--- src/logic/sqwr_pkg.sv ---
// constants for the sample queue watermark readout block
package sqwr_pkg;

	// ------------------------------------------------------------
	// register byte addresses
	// ------------------------------------------------------------
	localparam logic [7:0] SQWR_ADDR_QUEUE_CTRL   = 8'h00;
	localparam logic [7:0] SQWR_ADDR_IRQ1_ROUTE   = 8'h04;
	localparam logic [7:0] SQWR_ADDR_SOURCE_STAT  = 8'h08;
	localparam logic [7:0] SQWR_ADDR_IRQ_STATUS   = 8'h0C;
	localparam logic [7:0] SQWR_ADDR_IRQ_MASK     = 8'h10;
	localparam logic [7:0] SQWR_ADDR_OUT_STREAM   = 8'hB8;

	// output register indices, byte address is four times the index
	localparam logic [7:0] SQWR_IDX_OUT_FIRST     = 8'h28;
	localparam logic [7:0] SQWR_IDX_OUT_LAST      = 8'h2D;
	localparam int         SQWR_SET_BYTES         = 6;
	localparam int         SQWR_DEPTH             = 32;

	// ------------------------------------------------------------
	// field positions
	// ------------------------------------------------------------
	localparam int SQWR_CTRL_EN_BIT     = 0;
	localparam int SQWR_CTRL_MODE_LSB   = 1;
	localparam int SQWR_CTRL_WM_LSB     = 8;
	localparam int SQWR_STAT_EMPTY_BIT  = 5;
	localparam int SQWR_STAT_OVRUN_BIT  = 6;
	localparam int SQWR_STAT_FLAG_BIT   = 7;
	localparam int SQWR_IRQ_FLAG_BIT    = 0;
	localparam int SQWR_IRQ_OVRUN_BIT   = 1;
	localparam int SQWR_IRQ_EMPTY_BIT   = 2;

	// ------------------------------------------------------------
	// reset values and bus answers
	// ------------------------------------------------------------
	localparam logic [12:0] SQWR_CTRL_RST     = 13'h0000;
	localparam logic [2:0]  SQWR_IRQ_RST      = 3'h0;
	localparam logic [1:0]  SQWR_MODE_BYPASS  = 2'h0;
	localparam logic [1:0]  SQWR_RESP_OKAY    = 2'h0;
	localparam logic [1:0]  SQWR_RESP_SLVERR  = 2'h2;

endpackage

--- src/logic/sqwr_top.sv ---
// sample queue with watermark flag and auto-advancing readout over axi4-lite
//
// Local design decisions: the register addresses and the AXI4-Lite interface to the registers.
`timescale 1ns/100ps

// Behaviour
// software sets a five-bit watermark level, any value 0 to 31.
// a five-bit status field always shows how many sets the queue holds; a full queue of 32 sets reads as 0.
// flag rises when count exceeds level, falls when count drops below it.
// count rises per incoming sample, falls per completed set read.
// with route enable set, the flag drives interrupt pin one.
// queue enabled and not bypass: output registers show oldest stored set.
// reading output registers moves data out, advances queue, shows next oldest set.
// each slot holds six bytes; the queue holds thirty-two slots.
// after draining, reads repeat the last delivered set until new data arrives.
// host may drain with any mix of single and multi-byte reads.
// multi-byte reads auto-increment address, wrapping last output register to first.
// host should drain all slots within one sample period, choosing rate to suit.
// empty shows only after one extra repeated read, which host discards.
// incoming samples fill the slots in order at the sample rate.
// count equal to level holds the flag; pin follows flag directly.
module sqwr_top #(
	parameter int DEPTH     = sqwr_pkg::SQWR_DEPTH,
	parameter int SET_BYTES = sqwr_pkg::SQWR_SET_BYTES
) (
	input  wire logic                    i_ref_clk,
	input  wire logic                    i_rst,
	// incoming sample sets, one pulse per output_sample_rate tick
	input  wire logic                    i_sample_valid,
	input  wire logic [SET_BYTES*8-1:0]  i_sample_data,
	// axi4-lite slave
	input  wire logic                    i_awvalid,
	output logic                         o_awready,
	input  wire logic [7:0]              i_awaddr,
	input  wire logic                    i_wvalid,
	output logic                         o_wready,
	input  wire logic [31:0]             i_wdata,
	input  wire logic [3:0]              i_wstrb,
	output logic                         o_bvalid,
	input  wire logic                    i_bready,
	output logic [1:0]                   o_bresp,
	input  wire logic                    i_arvalid,
	output logic                         o_arready,
	input  wire logic [7:0]              i_araddr,
	output logic                         o_rvalid,
	input  wire logic                    i_rready,
	output logic [31:0]                  o_rdata,
	output logic [1:0]                   o_rresp,
	// interrupts
	output logic                         o_irq,
	output logic                         o_irq_pin_one
);
	import sqwr_pkg::*;

	localparam int AW = $clog2(DEPTH);
	localparam int CW = AW + 1;
	localparam int DW = SET_BYTES * 8;

	// ------------------------------------------------------------
	// elaboration checks
	// ------------------------------------------------------------
	if (DEPTH != (1 << AW) || DEPTH < 2 || DEPTH > 32) begin : g_bad_depth
		$error("DEPTH must be a power of two from 2 to 32");
	end
	if (SET_BYTES != 6) begin : g_bad_set
		$error("SET_BYTES must match the six output registers");
	end

	// ------------------------------------------------------------
	// state
	// ------------------------------------------------------------
	logic [DW-1:0]    mem [DEPTH];
	logic [AW-1:0]    wr_ptr;
	logic [AW-1:0]    rd_ptr;
	logic [CW-1:0]    count;
	logic [DW-1:0]    last_set;
	logic             level_reached_flag;
	logic             empty_flag;
	logic             overrun_flag;
	logic [2:0]       stream_idx;
	logic [12:0]      queue_ctrl;
	logic             level_irq_route_enable;
	logic [2:0]       irq_status;
	logic [2:0]       irq_mask;
	logic             aw_hold;
	logic             w_hold;
	logic [7:0]       aw_addr;
	logic [31:0]      w_data;
	logic [3:0]       w_strb;

	// ------------------------------------------------------------
	// control decode
	// ------------------------------------------------------------
	wire       queue_en       = queue_ctrl[SQWR_CTRL_EN_BIT];
	wire [1:0] queue_mode     = queue_ctrl[SQWR_CTRL_MODE_LSB +: 2];
	wire [4:0] watermark_level = queue_ctrl[SQWR_CTRL_WM_LSB +: 5];
	wire       queue_active   = queue_en && (queue_mode != SQWR_MODE_BYPASS);
	wire       queue_full     = (count == CW'(DEPTH));
	wire       queue_nonempty = (count != '0);
	// full queue reads back as zero in the five-bit field, the compare still sees 32
	wire [4:0] stored_sample_count = 5'(count);

	// ------------------------------------------------------------
	// read address decode
	// ------------------------------------------------------------
	// output registers sit on word addresses, one byte per bus word
	wire       rd_take      = i_arvalid && o_arready;
	wire [7:0] ar_word      = {2'b00, i_araddr[7:2]};
	wire       rd_stream    = (i_araddr == SQWR_ADDR_OUT_STREAM);
	wire       rd_outreg    = (ar_word >= SQWR_IDX_OUT_FIRST) && (ar_word <= SQWR_IDX_OUT_LAST)
	                          && (i_araddr[1:0] == 2'b00);
	wire [2:0] reg_byte     = 3'(ar_word - SQWR_IDX_OUT_FIRST);
	wire [2:0] out_byte     = rd_stream ? stream_idx : reg_byte;
	wire       out_read     = rd_take && (rd_stream || rd_outreg);
	// the set is complete when its last byte leaves, in any access mix
	wire       set_done     = out_read && (out_byte == 3'(SET_BYTES - 1));

	// oldest set while data is held, else the last one delivered
	wire [DW-1:0] shown_set = (queue_active && queue_nonempty) ? mem[rd_ptr] : last_set;
	wire [7:0]    shown_byte = shown_set[out_byte*8 +: 8];

	// ------------------------------------------------------------
	// queue movement
	// ------------------------------------------------------------
	// a full queue drops its oldest slot to take the new sample
	wire push      = queue_active && i_sample_valid;
	wire pop       = queue_active && set_done && queue_nonempty;
	wire drop_old  = push && !pop && queue_full;
	wire [CW-1:0] next_count = (push && !pop && !queue_full) ? CW'(count + 1'b1) :
	                           (pop && !push)                ? CW'(count - 1'b1) : count;

	// watermark compare, hold when equal
	// compare at six bits so a small queue never truncates the level
	wire [5:0] cnt_ext   = 6'(next_count);
	wire [5:0] wm_ext    = {1'b0, watermark_level};
	wire next_flag = (cnt_ext > wm_ext) ? 1'b1 :
	                 (cnt_ext < wm_ext) ? 1'b0 : level_reached_flag;
	wire next_empty = queue_active && !push && set_done && !queue_nonempty;

	// interrupt events: flag and empty pulse for one cycle on the rising side of their cause, overrun on every dropped sample
	wire       ev_flag_rise = next_flag && !level_reached_flag;
	wire       ev_overrun   = drop_old;
	wire       ev_empty     = next_empty && !empty_flag;
	wire [2:0] irq_event    = {ev_empty, ev_overrun, ev_flag_rise};

	// ------------------------------------------------------------
	// write decode
	// ------------------------------------------------------------
	wire        wr_do      = aw_hold && w_hold && !o_bvalid;
	wire [31:0] wr_mask    = {{8{w_strb[3]}}, {8{w_strb[2]}}, {8{w_strb[1]}}, {8{w_strb[0]}}};
	wire [31:0] wr_bits    = w_data & wr_mask;
	wire        wr_ctrl    = wr_do && (aw_addr == SQWR_ADDR_QUEUE_CTRL);
	wire        wr_route   = wr_do && (aw_addr == SQWR_ADDR_IRQ1_ROUTE);
	wire        wr_istat   = wr_do && (aw_addr == SQWR_ADDR_IRQ_STATUS);
	wire        wr_imask   = wr_do && (aw_addr == SQWR_ADDR_IRQ_MASK);
	wire        wr_known   = wr_ctrl || wr_route || wr_istat || wr_imask;
	wire [12:0] next_ctrl  = (queue_ctrl & ~wr_mask[12:0]) | wr_bits[12:0];
	wire [2:0]  irq_clear  = wr_istat ? wr_bits[2:0] : 3'h0;
	// set wins over a clear in the same cycle
	wire [2:0]  next_istat = (irq_status & ~irq_clear) | irq_event;

	// ------------------------------------------------------------
	// read data mux
	// ------------------------------------------------------------
	wire [7:0] src_stat = {level_reached_flag, overrun_flag, empty_flag, stored_sample_count};
	// one select per readable register; an address hitting none answers with an error
	wire        sel_out   = rd_stream || rd_outreg;
	wire        sel_ctrl  = (i_araddr == SQWR_ADDR_QUEUE_CTRL);
	wire        sel_route = (i_araddr == SQWR_ADDR_IRQ1_ROUTE);
	wire        sel_stat  = (i_araddr == SQWR_ADDR_SOURCE_STAT);
	wire        sel_istat = (i_araddr == SQWR_ADDR_IRQ_STATUS);
	wire        sel_imask = (i_araddr == SQWR_ADDR_IRQ_MASK);
	wire        rd_known  = sel_out || sel_ctrl || sel_route || sel_stat || sel_istat || sel_imask;
	wire [31:0] rd_word =
		sel_out   ? {24'h00_0000, shown_byte} :
		sel_ctrl  ? {19'h0_0000, queue_ctrl} :
		sel_route ? {31'h0000_0000, level_irq_route_enable} :
		sel_stat  ? {24'h00_0000, src_stat} :
		sel_istat ? {29'h0000_0000, irq_status} :
		sel_imask ? {29'h0000_0000, irq_mask} : 32'h0000_0000;

	// ------------------------------------------------------------
	// queue storage, no reset needed on the data array
	// ------------------------------------------------------------
	always_ff @(posedge i_ref_clk) begin
		if (push) begin
			mem[wr_ptr] <= i_sample_data;
		end
	end

	// pointers, count and queue flags
	// leaving the queue modes empties it, so stale slots never resurface
	always_ff @(posedge i_ref_clk or posedge i_rst) begin
		if (i_rst) begin
			wr_ptr             <= '0;
			rd_ptr             <= '0;
			count              <= '0;
			level_reached_flag <= 1'b0;
			empty_flag         <= 1'b0;
			overrun_flag       <= 1'b0;
		end else if (!queue_active) begin
			wr_ptr             <= '0;
			rd_ptr             <= '0;
			count              <= '0;
			level_reached_flag <= 1'b0;
			empty_flag         <= 1'b0;
			overrun_flag       <= 1'b0;
		end else begin
			wr_ptr             <= push ? AW'(wr_ptr + 1'b1) : wr_ptr;
			rd_ptr             <= (pop || drop_old) ? AW'(rd_ptr + 1'b1) : rd_ptr;
			count              <= next_count;
			level_reached_flag <= next_flag;
			empty_flag         <= push ? 1'b0 : (empty_flag || next_empty);
			overrun_flag       <= drop_old ? 1'b1 : (set_done ? 1'b0 : overrun_flag);
		end
	end

	// last delivered set, or live sample in bypass
	// keeps the repeat set for reads past the end of the queue
	always_ff @(posedge i_ref_clk or posedge i_rst) begin
		if (i_rst) begin
			last_set <= '0;
		end else if (!queue_active && i_sample_valid) begin
			last_set <= i_sample_data;
		end else if (pop) begin
			last_set <= mem[rd_ptr];
		end
	end

	// stream pointer walks the six output registers and wraps
	always_ff @(posedge i_ref_clk or posedge i_rst) begin
		if (i_rst) begin
			stream_idx <= 3'h0;
		end else if (rd_take && rd_stream) begin
			stream_idx <= (stream_idx == 3'(SET_BYTES - 1)) ? 3'h0 : 3'(stream_idx + 1'b1);
		end
	end

	// ------------------------------------------------------------
	// control and interrupt registers
	// ------------------------------------------------------------
	// status bits set by events and cleared by writing ones
	always_ff @(posedge i_ref_clk or posedge i_rst) begin
		if (i_rst) begin
			queue_ctrl             <= SQWR_CTRL_RST;
			level_irq_route_enable <= 1'b0;
			irq_mask               <= SQWR_IRQ_RST;
			irq_status             <= SQWR_IRQ_RST;
		end else begin
			queue_ctrl             <= wr_ctrl ? next_ctrl : queue_ctrl;
			level_irq_route_enable <= (wr_route && w_strb[0]) ? w_data[0] : level_irq_route_enable;
			irq_mask               <= (wr_imask && w_strb[0]) ? w_data[2:0] : irq_mask;
			irq_status             <= next_istat;
		end
	end

	// interrupt outputs from flops
	// both pins change one cycle after their cause
	always_ff @(posedge i_ref_clk or posedge i_rst) begin
		if (i_rst) begin
			o_irq         <= 1'b0;
			o_irq_pin_one <= 1'b0;
		end else begin
			o_irq         <= |(next_istat & irq_mask);
			o_irq_pin_one <= level_irq_route_enable && next_flag && queue_active;
		end
	end

	// ------------------------------------------------------------
	// axi4-lite write channels
	// ------------------------------------------------------------
	// ready pulses once per request and stays low while a write is pending
	always_ff @(posedge i_ref_clk or posedge i_rst) begin
		if (i_rst) begin
			o_awready <= 1'b0;
			aw_hold   <= 1'b0;
			aw_addr   <= 8'h00;
		end else begin
			o_awready <= i_awvalid && !o_awready && !aw_hold && !o_bvalid;
			if (i_awvalid && o_awready) begin
				aw_hold <= 1'b1;
				aw_addr <= i_awaddr;
			end else if (wr_do) begin
				aw_hold <= 1'b0;
			end
		end
	end

	// write data capture
	// data may arrive before or after its address
	always_ff @(posedge i_ref_clk or posedge i_rst) begin
		if (i_rst) begin
			o_wready <= 1'b0;
			w_hold   <= 1'b0;
			w_data   <= 32'h0000_0000;
			w_strb   <= 4'h0;
		end else begin
			o_wready <= i_wvalid && !o_wready && !w_hold && !o_bvalid;
			if (i_wvalid && o_wready) begin
				w_hold <= 1'b1;
				w_data <= i_wdata;
				w_strb <= i_wstrb;
			end else if (wr_do) begin
				w_hold <= 1'b0;
			end
		end
	end

	// write response
	// unmapped writes are dropped but still answered, so the master never hangs
	always_ff @(posedge i_ref_clk or posedge i_rst) begin
		if (i_rst) begin
			o_bvalid <= 1'b0;
			o_bresp  <= SQWR_RESP_OKAY;
		end else if (wr_do) begin
			o_bvalid <= 1'b1;
			o_bresp  <= wr_known ? SQWR_RESP_OKAY : SQWR_RESP_SLVERR;
		end else if (i_bready) begin
			o_bvalid <= 1'b0;
		end
	end

	// ------------------------------------------------------------
	// axi4-lite read channels
	// ------------------------------------------------------------
	// side effects land on the handshake edge only, so a stalled rready cannot pop twice
	always_ff @(posedge i_ref_clk or posedge i_rst) begin
		if (i_rst) begin
			o_arready <= 1'b0;
			o_rvalid  <= 1'b0;
			o_rdata   <= 32'h0000_0000;
			o_rresp   <= SQWR_RESP_OKAY;
		end else begin
			o_arready <= i_arvalid && !o_arready && !o_rvalid;
			if (rd_take) begin
				o_rvalid <= 1'b1;
				o_rdata  <= rd_word;
				o_rresp  <= rd_known ? SQWR_RESP_OKAY : SQWR_RESP_SLVERR;
			end else if (i_rready) begin
				o_rvalid <= 1'b0;
			end
		end
	end

endmodule // sqwr_top
--- config.mk ---
export PLATFORM = sky130hd
export DESIGN_NAME = sqwr_top
export DESIGN_NICKNAME = d
export VERILOG_FILES = /design/src/logic/sqwr_pkg.sv /design/src/logic/sqwr_top.sv
export SDC_FILE = /design/constraint.sdc
export NUM_CORES = 2
export LEC_CHECK = 0
export BUFFER_PORTS_ARGS = -buffer_cell sky130_fd_sc_hd__clkbuf_2
export CAP_MARGIN = 20
export CORE_MARGIN = 2
export CORE_UTILIZATION = 46
export CTS_CLUSTER_SIZE = 30
export DETAILED_ROUTE_END_ITERATION = 8
export GPL_TIMING_DRIVEN = 0
export PLACE_DENSITY = 0.75
export SLEW_MARGIN = 10
export SYNTH_ARGS = -nofsm -noshare
export SYNTH_HDL_FRONTEND = slang
export SYNTH_SLANG_ARGS = --single-unit
--- constraint.sdc ---
create_clock -name i_ref_clk -period 4.9 [get_ports i_ref_clk]
set_input_delay 0.98 -clock i_ref_clk [delete_from_list [all_inputs] [get_ports i_ref_clk]]
set_output_delay 0.98 -clock i_ref_clk [all_outputs]
set_load 0.02 [all_outputs]
==> metrics.yaml <==
clocking:
  cts_made_buffers: 164
  root_buffer: "clkbuf_16"
  cts_tree: "yes"
  clk_pin_slew_ns: 0.07
  htreeDepth: 4
  cts.sinks: 1673
  post_cts_buffers: 0
  cts_resized: 0
  cts-hold-fix-buffers: 0
  clockBufferDepth: 3
  insertion_delay_ns: 0.82
logic_synthesis:
  synth_edf_count: 1536
  synth.avg_cell_area_um2: 19.36
  yosysSeqAreaShare_pct: 75.05
  synth_warnings: 0
  synthTopCellsByArea: "edfxtp_1 70%, mux4_2 8.9%, dfrtp_1 5.2%"
  async_flop_share_pct: 8.189
  synth_cells: 3410
  synth_top_area_share_pct: 69.86
  synth.cell_area_mm2: 0.06602
  synth_top_area_cell: "edfxtp_1"
  ys_types: 79
  ys.flop_type: "edfxtp_1"
  ys_ff_latch: 1673
sta:
  finClkSkew_ns: 0.03978
  min_period_over_period_pct: 98.33
  hold_viol_final: 0
  layout_setup_ws_ns: 0.08167
  period_minus_slack_ns: 4.818
  max-slew-margin-rel_pct: 12.61
  tightest_slew_ns: 1.311
  fmax_mhz: 207.5
  rsz0062_at_grt: "no"
  drv_slew: 0
  hold_slack_ns: 0.2251
  setup_viol: 0
die:
  placeableCoreArea_mm2: 0.1430
  ios: 151
  initial_core_util_pct: 46.18
  die_w_um: 382.9
  die-area_mm2: 0.1466
  die_y_um: 382.9
  core.rowCount: 139
flow_run:
  maxCapViolCount: 0
detailed_routing:
  drc: 0
  wl_um: 216300
  drt-vias-per-instance: 6.700
  drt_iter0_drc: 8007
  antenna_left: 0
  drt_pre_antenna_iters: 6
  wl_per_cell_um: 36.69
  num_vias: 39500
setup_path:
  critPathMaxFanout: 10
  cp-start-kind: "register"
  cp-end-kind: "register"
  crit_type: "register to register"
  cp.required_ns: 5.55
  cp.arrival_ns: 5.46
global_routing:
  grt_pass1_wl_um: 295600
  grt_pass1_vias: 37720
  overflow: 0
  grt_max_degree: 74
  antenna_found_initial: 10
  grt_usage_pct: 29.25
cells_and_area:
  layout_commonest_cell: "edfxtp_1"
  area_growth_pct: 16.06
  final_util_pct: 53.60
  mostFrequentLayoutCells: "1536 x edfxtp_1, 260 x mux4_2, 242 x mux2i_1"
  design_area_mm2: 0.07663
  fin_nets: 3978
  drive_gt1_share_pct: 24.47
pwr:
  cellLeakagePower_nw: 24.46
  vdd_drop_max_mv: 0.4505
  power-per-cell-area_mw_per_mm2: 377.1
outcome:
  status: "finished, final reports clean"
place:
  post-place-ws_ns: 0.3244
  place_area_mm2: 0.07149
  routabilityCongestion: 0.9708
  hpwl_um: 145100
  portBuffers: 108
min_path:
  hold_path.class: "input port to async pin"
flip-flops by register name, summed over array words and instances (netlist names), 2 cells and up, named ones only:
| name | cells |
|---|---|
| o_rdata | 13 |
| aw_addr | 8 |
| w_data | 13 |
| wr_ptr | 5 |
| irq_status | 3 |
| last_set | 48 |
| mem | 1536 |
| w_strb | 2 |
| count | 6 |
| rd_ptr | 5 |
| stream_idx | 3 |
| irq_mask | 3 |
stage by stage:
step	power, mW	std cells	setup TNS (ns)
after floorplan	16.55	3430	-212.10
after global placement	16.96	5441	-6239.96
after detailed placement	17.00	5591	0
after CTS	28.85	5888	0
after global routing	29.44	5892	0
final	28.89	5895	0
layer usage:
metal	up-vias	GRT usage (%)	routed length (um)
li1	14940	-	-
met1	19990	38.67	73160
met2	3821	43.64	95590
met3	739	9.129	34300
met4	8	15.32	13170
met5	-	0	57
worst max-delay path, cell delays in order (launching register included):
cell and delay, ns:
dfrtp_1 0.39, buf_2 0.29, and2_1 0.17, clkbuf_1 0.67
buf_2 0.66, clkbuf_1 0.85, nand2_1 0.15, a31oi_1 0.49
o22ai_1 0.16, a211o_1 0.33, a31oi_1 0.46
path summary, 6_finish.rpt:
path | cells after the start | from | slack [ns] | endpoint
max | 10 | rd_ptr[2] | 0.08 | o_rdata[4]
min reg2reg | 1 | o_rvalid | 0.47 | o_arready
max in group asynchronous | 3 | i_rst | 3.88 | last_set[33]
min | 2 | i_rst | 0.23 | w_data[7]
min in group i_ref_clk | 2 | i_bready | 0.35 | o_bvalid
max reg2reg | 10 | rd_ptr[2] | 0.08 | o_rdata[4]
kinds of logic after synthesis:
logic type      Yosys count  share of synthesized area [%]
other cells               1                       0.005680
buf+inv                 240                          2.285
xor+xnor                 12                         0.1592
fa+ha+maj                13                         0.2426
simple gates            392                          2.886
compound gates          518                          5.598
flops                  1673                          75.05
mux                     561                          13.77
cell type report:
class | count | area [um2]
Multi-Input combinational cell | 1517 | 15260
Clock inverter | 84 | 708.2
Sequential cell | 1673 | 49550
Tap cell | 1903 | 2381
Buffer | 215 | 1418
Inverter | 25 | 101.3
Fill cell | 10730 | 66330
Antenna cell | 3 | 7.507
Timing Repair Buffer | 262 | 2824
Clock buffer | 213 | 4370
where the power goes:
| part | total (mW) | switching [mW] | internal (mW) |
|---|---|---|---|
| Combinational | 0.826 | 0.569 | 0.257 |
| Sequential | 15.9 | 0.148 | 15.8 |
| Clock | 12.1 | 5.49 | 6.65 |
| Total | 28.9 | 6.21 | 22.7 |
cell usage after synthesis, drive strengths merged (9+ instances only):
cell and n:
a21oi 63, buf 141, nor2 83, mux2 49, nand3 36, inv 24
edfxtp 1536, dfrtp 137, a21o 9, a211o 9, mux2i 242, a22o 25
o21ai 85, a211oi 29, clkbuf 74, a221oi 28, nor3 21, a22oi 119
mux4 270, and2 20, ha 12, nand2 142, and3 10, nor2b 22
a31oi 20, nand4 15, o221ai 48, a221o 12, o22ai 21
No activity file was read; power rests on OpenSTA's default activity.
